**src/common/crfsu_pkg.sv**
```systemverilog
// constants for the cpu register, flag and stack unit
package crfsu_pkg;
	localparam int DAT_W = 4;
	localparam int PC_W  = 14;
	localparam int SP_W  = 10;
	localparam int IRQ_N = 11;
	localparam logic [PC_W-1:0] PC_RST = 14'h0000;
	localparam logic [SP_W-1:0] SP_RST = 10'h3FF;
	localparam logic [3:0] SP_TOP = 4'hF;
	localparam logic [SP_W-1:0] SP_STEP = 10'h004;
	// apb byte offsets
	localparam logic [7:0] OFF_ACC = 8'h00;
	localparam logic [7:0] OFF_OPB = 8'h04;
	localparam logic [7:0] OFF_PAGE = 8'h08;
	localparam logic [7:0] OFF_HIX = 8'h0C;
	localparam logic [7:0] OFF_LOX = 8'h10;
	localparam logic [7:0] OFF_AHIX = 8'h14;
	localparam logic [7:0] OFF_ALOX = 8'h18;
	localparam logic [7:0] OFF_CARRY = 8'h1C;
	localparam logic [7:0] OFF_CMD = 8'h20;
	localparam logic [7:0] OFF_PC = 8'h24;
	localparam logic [7:0] OFF_SP = 8'h28;
	localparam logic [7:0] OFF_COND = 8'h2C;
	localparam logic [7:0] OFF_GIE = 8'h30;
	localparam logic [7:0] OFF_MASK = 8'h34;
	localparam logic [7:0] OFF_IF = 8'h38;
	// command field positions
	localparam int CMD_OVF = 4;
	localparam int CMD_RES = 5;
	localparam int CMD_TGT = 16;
	// command codes
	localparam logic [3:0] OP_NOP = 4'h0;
	localparam logic [3:0] OP_ARITH = 4'h1;
	localparam logic [3:0] OP_TEST = 4'h2;
	localparam logic [3:0] OP_CSET = 4'h3;
	localparam logic [3:0] OP_CCLR = 4'h4;
	localparam logic [3:0] OP_RLC = 4'h5;
	localparam logic [3:0] OP_RRC = 4'h6;
	localparam logic [3:0] OP_BRANCH = 4'h7;
	localparam logic [3:0] OP_CALL = 4'h8;
	localparam logic [3:0] OP_INT = 4'h9;
	localparam logic [3:0] OP_RET = 4'hA;
	localparam logic [3:0] OP_RETI = 4'hB;
	localparam logic [3:0] OP_RSPC = 4'hC;
	localparam logic [3:0] OP_STEP = 4'hD;
	// apb answer phase
	typedef enum logic [0:0] {CRFSU_IDLE, CRFSU_ANS} crfsu_st_t;
endpackage

```
**src/design/crfsu_top.sv**
```systemverilog
// cpu register, flag and stack unit behind an apb slave
`timescale 1ns/1ps
module crfsu_top
	import crfsu_pkg::*;
(
	// clock and reset
	input  wire logic              pclk,
	input  wire logic              presetn,
	// apb slave
	input  wire logic              psel,
	input  wire logic              penable,
	input  wire logic              pwrite,
	input  wire logic [7:0]        paddr,
	input  wire logic [31:0]       pwdata,
	output logic      [31:0]       prdata,
	output logic                   pready,
	output logic                   pslverr,
	// reset pin, high active, asynchronous to pclk
	input  wire logic              mcu_reset,
	// interrupt request pulses
	input  wire logic [IRQ_N-1:0]  irq_req,
	// interrupt control state
	output logic                   global_interrupt_enable,
	output logic      [IRQ_N-1:0]  interrupt_mask_bit,
	output logic      [IRQ_N-1:0]  irq_flags,
	// addressing outputs
	output logic      [SP_W-1:0]   ram_ind_addr,
	output logic      [DAT_W-1:0]  d_pin_sel
);

	////////////////////////////////////////////////////////////////////
	// state
	logic [DAT_W-1:0] accumulator_r;
	logic [DAT_W-1:0] second_operand_r;
	logic [1:0]       page_index_r;
	logic [DAT_W-1:0] high_index_r;
	logic [DAT_W-1:0] low_index_r;
	logic [DAT_W-1:0] alt_high_index_r;
	logic [DAT_W-1:0] alt_low_index_r;
	logic             carry_flag_r;
	logic             carry_flag_nxt;
	logic             branch_condition_flag_r;
	logic             branch_condition_flag_nxt;
	logic [PC_W-1:0]  program_counter_r;
	logic [PC_W-1:0]  pc_nxt;
	logic [3:0]       level_r;
	logic [3:0]       level_nxt;
	logic [PC_W+1:0]  frame_mem [16];
	logic             rst_s1_r;
	logic             rst_s2_r;
	logic             rst_s3_r;
	logic             rst_lvl_r;
	crfsu_st_t        ans_r;

	////////////////////////////////////////////////////////////////////
	// apb decode
	function automatic logic hit(input logic [7:0] a, input logic [7:0] o);
		hit = (a == o);
	endfunction

	wire setup   = psel & ~penable & (ans_r == CRFSU_IDLE);
	wire access  = psel & penable & pready;
	wire wr      = access & pwrite;
	wire cmd_go  = wr & hit(paddr, OFF_CMD);
	wire [3:0] op = pwdata[3:0];
	wire ovf     = pwdata[CMD_OVF];
	wire res     = pwdata[CMD_RES];
	wire [PC_W-1:0] tgt = pwdata[CMD_TGT +: PC_W];
	wire [PC_W-1:0] pc_inc = program_counter_r + 14'h0001;
	wire [3:0] lvl_dn = level_r - 4'h1;
	wire [PC_W+1:0] top_frame = frame_mem[lvl_dn];

	// stack pointer: upper bits fixed, lower six step by four
	wire [SP_W-1:0] stack_pointer = {SP_TOP, ~level_r, 2'b11};

	wire mapped = hit(paddr, OFF_ACC) | hit(paddr, OFF_OPB) |
		hit(paddr, OFF_PAGE) | hit(paddr, OFF_HIX) |
		hit(paddr, OFF_LOX) | hit(paddr, OFF_AHIX) |
		hit(paddr, OFF_ALOX) | hit(paddr, OFF_CARRY) |
		hit(paddr, OFF_CMD) | hit(paddr, OFF_PC) |
		hit(paddr, OFF_SP) | hit(paddr, OFF_COND) |
		hit(paddr, OFF_GIE) | hit(paddr, OFF_MASK) | hit(paddr, OFF_IF);

	// read mux, sampled in the setup cycle
	logic [31:0] rd_mux;
	always_comb begin
		rd_mux = 32'h00000000;
		case (paddr)
			OFF_ACC:   rd_mux[DAT_W-1:0] = accumulator_r;
			OFF_OPB:   rd_mux[DAT_W-1:0] = second_operand_r;
			OFF_PAGE:  rd_mux[1:0] = page_index_r;
			OFF_HIX:   rd_mux[DAT_W-1:0] = high_index_r;
			OFF_LOX:   rd_mux[DAT_W-1:0] = low_index_r;
			OFF_AHIX:  rd_mux[DAT_W-1:0] = alt_high_index_r;
			OFF_ALOX:  rd_mux[DAT_W-1:0] = alt_low_index_r;
			OFF_CARRY: rd_mux[0] = carry_flag_r;
			OFF_PC:    rd_mux[PC_W-1:0] = program_counter_r;
			OFF_SP:    rd_mux[SP_W-1:0] = stack_pointer;
			OFF_COND:  rd_mux[0] = branch_condition_flag_r;
			OFF_GIE:   rd_mux[0] = global_interrupt_enable;
			OFF_MASK:  rd_mux[IRQ_N-1:0] = interrupt_mask_bit;
			OFF_IF:    rd_mux[IRQ_N-1:0] = irq_flags;
			default:   rd_mux = 32'h00000000;
		endcase
	end

	// answer one cycle after setup, i.e. in the first access cycle
	always_ff @(posedge pclk or negedge presetn) begin
		if (!presetn) begin
			ans_r   <= CRFSU_IDLE;
			pready  <= 1'b0;
			pslverr <= 1'b0;
			prdata  <= 32'h00000000;
		end else begin
			case (ans_r)
				CRFSU_IDLE: begin
					if (setup) begin
						ans_r   <= CRFSU_ANS;
						pready  <= 1'b1;
						pslverr <= ~mapped;
						prdata  <= pwrite ? 32'h00000000 : rd_mux;
					end
				end
				CRFSU_ANS: begin
					ans_r   <= CRFSU_IDLE;
					pready  <= 1'b0;
					pslverr <= 1'b0;
					prdata  <= 32'h00000000;
				end
				default: ans_r <= CRFSU_IDLE;
			endcase
		end
	end

	////////////////////////////////////////////////////////////////////
	// reset pin synchroniser, level taken when stages two and three agree
	always_ff @(posedge pclk or negedge presetn) begin
		if (!presetn) begin
			rst_s1_r  <= 1'b0;
			rst_s2_r  <= 1'b0;
			rst_s3_r  <= 1'b0;
			rst_lvl_r <= 1'b0;
		end else begin
			rst_s1_r <= mcu_reset;
			rst_s2_r <= rst_s1_r;
			rst_s3_r <= rst_s2_r;
			if (rst_s2_r == rst_s3_r)
				rst_lvl_r <= rst_s3_r;
		end
	end

	////////////////////////////////////////////////////////////////////
	// data and index registers, no reset value
	always_ff @(posedge pclk) begin
		if (wr & hit(paddr, OFF_ACC))
			accumulator_r <= pwdata[DAT_W-1:0];
		else if (cmd_go & (op == OP_RLC))
			accumulator_r <= {accumulator_r[2:0], carry_flag_r};
		else if (cmd_go & (op == OP_RRC))
			accumulator_r <= {carry_flag_r, accumulator_r[3:1]};
		if (wr & hit(paddr, OFF_OPB))
			second_operand_r <= pwdata[DAT_W-1:0];
		if (wr & hit(paddr, OFF_PAGE))
			page_index_r <= pwdata[1:0];
		if (wr & hit(paddr, OFF_HIX))
			high_index_r <= pwdata[DAT_W-1:0];
		if (wr & hit(paddr, OFF_LOX))
			low_index_r <= pwdata[DAT_W-1:0];
		if (wr & hit(paddr, OFF_AHIX))
			alt_high_index_r <= pwdata[DAT_W-1:0];
		if (wr & hit(paddr, OFF_ALOX))
			alt_low_index_r <= pwdata[DAT_W-1:0];
		carry_flag_r <= carry_flag_nxt;
	end

	// carry next value
	always_comb begin
		carry_flag_nxt = carry_flag_r;
		if (wr & hit(paddr, OFF_CARRY))
			carry_flag_nxt = pwdata[0];
		else if (cmd_go) begin
			case (op)
				OP_ARITH: carry_flag_nxt = ovf;
				OP_CSET:  carry_flag_nxt = 1'b1;
				OP_CCLR:  carry_flag_nxt = 1'b0;
				OP_RLC:   carry_flag_nxt = accumulator_r[3];
				OP_RRC:   carry_flag_nxt = accumulator_r[0];
				OP_RETI:  carry_flag_nxt = top_frame[1];
				default:  carry_flag_nxt = carry_flag_r;
			endcase
		end
	end

	////////////////////////////////////////////////////////////////////
	// status, program counter and stack level next values
	always_comb begin
		branch_condition_flag_nxt = branch_condition_flag_r;
		pc_nxt                    = program_counter_r;
		level_nxt                 = level_r;
		if (cmd_go) begin
			case (op)
				OP_ARITH: branch_condition_flag_nxt = res;
				OP_TEST:  branch_condition_flag_nxt = res;
				OP_BRANCH: begin
					pc_nxt = branch_condition_flag_r ? tgt : pc_inc;
					branch_condition_flag_nxt = 1'b1;
				end
				OP_CALL: begin
					if (branch_condition_flag_r) begin
						pc_nxt    = tgt;
						level_nxt = level_r + 4'h1;
					end else
						pc_nxt = pc_inc;
					branch_condition_flag_nxt = 1'b1;
				end
				OP_INT: begin
					pc_nxt    = tgt;
					level_nxt = level_r + 4'h1;
				end
				OP_RET: begin
					pc_nxt    = top_frame[PC_W+1:2];
					level_nxt = lvl_dn;
				end
				OP_RETI: begin
					pc_nxt                    = top_frame[PC_W+1:2];
					branch_condition_flag_nxt = top_frame[0];
					level_nxt                 = lvl_dn;
				end
				OP_RSPC: level_nxt = 4'h0;
				OP_STEP: pc_nxt = pc_inc;
				default: branch_condition_flag_nxt = branch_condition_flag_r;
			endcase
		end
	end

	wire push_call = cmd_go & (op == OP_CALL) & branch_condition_flag_r;
	wire push_int  = cmd_go & (op == OP_INT);

	// stack frames: return address, carry, status
	always_ff @(posedge pclk) begin
		if (push_call)
			frame_mem[level_r] <= {pc_inc, carry_flag_r, branch_condition_flag_r};
		else if (push_int)
			frame_mem[level_r] <= {program_counter_r, carry_flag_r,
				branch_condition_flag_r};
	end

	// cpu state with reset values
	always_ff @(posedge pclk or negedge presetn) begin
		if (!presetn) begin
			branch_condition_flag_r <= 1'b1;
			program_counter_r       <= PC_RST;
			level_r                 <= 4'h0;
		end else if (rst_lvl_r) begin
			branch_condition_flag_r <= 1'b1;
			program_counter_r       <= PC_RST;
			level_r                 <= 4'h0;
		end else begin
			branch_condition_flag_r <= branch_condition_flag_nxt;
			program_counter_r       <= pc_nxt;
			level_r                 <= level_nxt;
		end
	end

	////////////////////////////////////////////////////////////////////
	// interrupt control bits; request set wins over clear
	always_ff @(posedge pclk or negedge presetn) begin
		if (!presetn) begin
			global_interrupt_enable <= 1'b0;
			interrupt_mask_bit      <= '1;
			irq_flags               <= '0;
		end else if (rst_lvl_r) begin
			global_interrupt_enable <= 1'b0;
			interrupt_mask_bit      <= '1;
			irq_flags               <= '0;
		end else begin
			if (wr & hit(paddr, OFF_GIE))
				global_interrupt_enable <= pwdata[0];
			if (wr & hit(paddr, OFF_MASK))
				interrupt_mask_bit <= pwdata[IRQ_N-1:0];
			irq_flags <= (irq_flags & ~({IRQ_N{wr & hit(paddr, OFF_IF)}} &
				pwdata[IRQ_N-1:0])) | irq_req;
		end
	end

	// addressing outputs
	always_ff @(posedge pclk or negedge presetn) begin
		if (!presetn) begin
			ram_ind_addr <= '0;
			d_pin_sel    <= '0;
		end else begin
			ram_ind_addr <= {page_index_r, high_index_r, low_index_r};
			d_pin_sel    <= low_index_r;
		end
	end

	// flags and level of the last interrupt entry, kept for the restore check
	logic             chk_int_carry_r;
	logic             chk_int_cond_r;
	logic [3:0]       chk_int_lvl_r;
	always_ff @(posedge pclk) begin
		if (push_int) begin
			chk_int_carry_r <= carry_flag_r;
			chk_int_cond_r  <= branch_condition_flag_r;
			chk_int_lvl_r   <= level_r;
		end
	end
endmodule

```
**config.mk**
```make
export PLATFORM = sky130hd
export DESIGN_NAME = crfsu_top
export DESIGN_NICKNAME = d
export VERILOG_FILES = /design/src/common/crfsu_pkg.sv /design/src/design/crfsu_top.sv
export SDC_FILE = /design/constraint.sdc
export NUM_CORES = 1
export LEC_CHECK = 0
export BUFFER_PORTS_ARGS = -buffer_cell sky130_fd_sc_hd__buf_4
export CAP_MARGIN = 20
export CORE_MARGIN = 4
export CORE_UTILIZATION = 60
export CTS_CLUSTER_SIZE = 16
export DETAILED_ROUTE_END_ITERATION = 10
export PLACE_DENSITY = 0.8
export SETUP_SLACK_MARGIN = 0.15
export SLEW_MARGIN = 0
export SYNTH_ARGS = -nofsm -noshare
export SYNTH_HDL_FRONTEND = slang
export SYNTH_SLANG_ARGS = --single-unit
```
**constraint.sdc**
```tcl
create_clock -name pclk -period 4.4 [get_ports pclk]
set_input_delay 0 -clock pclk [delete_from_list [all_inputs] [get_ports pclk]]
set_output_delay 0 -clock pclk [all_outputs]
set_load 0.01 [all_outputs]
```
==> impl_metrics.json <==
{
  "fin_util_pct": 72.1,
  "setup_viol": 0,
  "die_height_microns": 170,
  "async_flop_share_pct": 20.5,
  "nFillCells": 1604,
  "synthCells": 1112,
  "ant_nets": 0,
  "worst_slew_pin_slew_ps": 1120,
  "r2r-end": "program_counter_r[8]",
  "ir_worst_vdd_mv": 0.391,
  "track_usage_pct": 29.9,
  "whs_path_depth": 5,
  "grt_pass1_wl_microns": 64900,
  "cts_tree": "yes",
  "drt-pass1-iter-count": 7,
  "grt_pass1_vias": 10700,
  "vias_per_cell": 6.61,
  "wl_microns": 43300,
  "hpwl_microns": 26200,
  "synth_edf_count": 283,
  "area_delta_synth_final_pct": 18.8,
  "ff2ff_path_depth": 10,
  "core_area_sq_mm": 0.0260,
  "min_to": "prdata[1]",
  "drt-initial-drc-count": 1746,
  "die_w_microns": 170,
  "die-area_sq_mm": 0.0289,
  "wl_per_cell_microns": 26.3,
  "ys_warn_count": 0,
  "min_path_type": "in -> reg",
  "finalCritPeriodShare_pct": 86.2,
  "end_kind": "flop",
  "holdCritStartpoint": "paddr[0]",
  "yosys.area.top_type": "edfxtp_1",
  "drive_gt1_share_pct": 23.4,
  "r2r-start": "level_r[0]",
  "antenna_found_initial": 0,
  "route.met3.wl_microns": 4570,
  "cp_data_arrival_time_ps": 4200,
  "top_layer": "met4",
  "ys.flop_type": "edfxtp_1",
  "rows": 59,
  "status": "finished clean",
  "insertion_delay_ps": 530,
  "postCtsSetupBuffers": 0,
  "final_max_slew_viol_count": 0,
  "antennaDiodeCount": 0,
  "synth_area_sq_mm": 0.0158,
  "rrSetupSlack_ps": 610,
  "finalSetupTns_ps": 0,
  "grt_start_max_net_pins": 74,
  "crit_fanout": 34,
  "fin_crit_ps": 3790,
  "clock-root-buffer": "clkbuf_16",
  "power.density_mw_per_mm2": 373,
  "dr_total_vias": 10900,
  "p_leak_nw": 6.63,
  "wl_met2_microns": 21300,
  "grt_overflow": 0,
  "initial_core_util_pct": 60.7,
  "clk_pin_slew_ps": 60,
  "portBuffers": 102,
  "route.detailed.drc": 0,
  "m1WireLength_microns": 15700,
  "ys_seq_area_share_pct": 65.6,
  "ys_ff_latch": 356,
  "synth_top_area_share_pct": 53.9,
  "gp_congestion": 0.982,
  "crit_required_ps": 4800,
  "finalClockSkew_ps": 15.5,
  "synth.avg_cell_area_sq_um": 14.2,
  "grt_setup_unrepaired": "no",
  "fmax_mhz": 264,
  "ioPinCount": 128,
  "worstSetupPathType": "reg -> reg",
  "htreeDepth": 2,
  "finalHoldViolCount": 0,
  "maxCapViolCount": 0,
  "startpoint_type": "flop",
  "nNetsFinal": 1349,
  "cts_inserted_buffers": 37,
  "cts.sink_count": 356,
  "synth_cell_types": 73,
  "synth_area_leaders": "edfxtp_1 (54%), dfrtp_1 (9.7%), mux4_2 (9.6%), nand2_1 (3.3%), dfstp_2 (2.0%)",
  "clk_path_buf_depth": 3,
  "timing.slew.headroom_pct": 25.4
}
==> metal layers <==
| layer | GRT usage, % | vias to the layer above |
|---|---|---|
| met2 | 49.6 | 727 |
| met4 | 10.5 | 0 |
| met1 | 40.7 | 5446 |
| li1 | - | 4588 |
| met5 | 0 | - |
| met3 | 5.04 | 134 |
==> cell families after synthesis <==
logic type	after synthesis	synth area share (%)
compound gates	202	8.49
buf+inv	98	3.06
other cells	1	0.0238
simple gates	333	9.81
mux	86	10.8
flops	356	65.6
xor+xnor	30	1.79
fa+ha+maj	6	0.460
==> cells in the mapped netlist, types with 8 or more instances <==
library cell	n
edfxtp_1	283
nand2_1	139
nor2_1	83
mux4_2	67
dfrtp_1	61
a21oi_1	58
o21ai_0	41
clkbuf_1	40
buf_4	24
nor3_1	24
nand3_1	23
a22o_1	21
xnor2_1	19
a22oi_1	18
buf_2	14
mux2i_1	14
dfstp_2	12
inv_1	11
nand3b_1	10
xor2_1	10
a32o_1	8
nand4_1	8
o22ai_1	8
==> worst max path at each step <==
stage | from | end | slack, ps
4_1_cts | level_r[0] | program_counter_r[8] | 310
3_3_place_gp | level_r[0] | program_counter_r[6] | 870
6_report | level_r[0] | program_counter_r[8] | 610
2_1_floorplan | level_r[0] | program_counter_r[4] | 1090
3_5_place_dp | level_r[0] | program_counter_r[6] | 930
5_1_grt | level_r[0] | program_counter_r[8] | 380
==> sequential cells by signal (all words and copies together) (netlist names), 2 cells and up <==
signal / cells
ram_ind_addr: 7
alt_low_index_r: 4
second_operand_r: 4
prdata: 14
high_index_r: 4
accumulator_r: 4
d_pin_sel: 3
low_index_r: 4
frame_mem: 256
page_index_r: 2
interrupt_mask_bit: 11
level_r: 4
alt_high_index_r: 4
irq_flags: 11
program_counter_r: 14
==> timing repair <==
item,4_1_cts,5_1_grt
setup endpoints to repair,0,1
gates resized for setup,0,1
endpoints found under the hold margin,127,0
hold buffers,59,0
==> worst max-delay path, stage by stage, from the launching register on <==
cell and delay, ps:
dfrtp_4 700, inv_1 300, ha_4 670, buf_4 290, mux4_2 340, nand2_1 80, nand3_1 100, nand3_1 210
nand3_1 120, a32o_1 270, dlygate4sd3_1 550
==> placed cells by master, fill, tap and decap left out, types with 7 or more instances in the layout <==
master           n
clkbuf_1         9
xnor2_1         19
dlygate4sd3_1   59
nand4_1          8
clkbuf_16       38
a21oi_1         58
edfxtp_1       283
nand2_1        139
nor2_2          11
dfstp_2         12
a211oi_1         7
o22ai_1          8
nor3_2           8
conb_1          18
clkinv_1        10
nor2_1          73
o21ai_0         41
a22oi_1         18
xor2_1          10
a22o_1          21
nand3_1         23
nor2b_1          7
nand3b_1        10
nand2b_1         7
mux2i_1         14
inv_1           11
dfrtp_1         60
mux4_2          67
buf_4          143
a32o_1           8
nor3_1          20
==> metrics by stage <==
| step | hold WS [ps] | power [mW] | setup WS (ps) | instances | instance area (sq um) |
|---|---|---|---|---|---|
| finish | 81.1 | 6.98 | 608 | 1649 | 18700 |
| global route | 92.4 | 7.19 | 381 | 1649 | 18700 |
| CTS | 48.9 | 6.99 | 306 | 1645 | 18700 |
| detailed placement | 116 | 3.99 | 933 | 1520 | 16900 |
| global placement | 116 | 3.98 | 868 | 1518 | 16900 |
| floorplan | -296 | 3.87 | 1090 | 1129 | 15800 |
==> cell type report <==
| type | count | area (sq um) | area share [%] |
|---|---|---|---|
| inverter | 14 | 52.6 | 0.281 |
| multi-input combinational | 675 | 5070 | 27.1 |
| clock inverter | 18 | 161 | 0.862 |
| timing repair buffer | 203 | 1680 | 8.99 |
| tap | 335 | 419 | 2.24 |
| sequential | 356 | 10300 | 55.2 |
| clock buffer | 48 | 998 | 5.33 |
==> power breakdown <==
part           total (mW)  internal [mW]  switching [mW]
clock network        3.00           1.73            1.27
registers            3.66           3.62          0.0348
logic               0.322          0.139           0.183
total                6.98           5.49            1.49
Note: power is estimated with default switching activity, not from simulation.
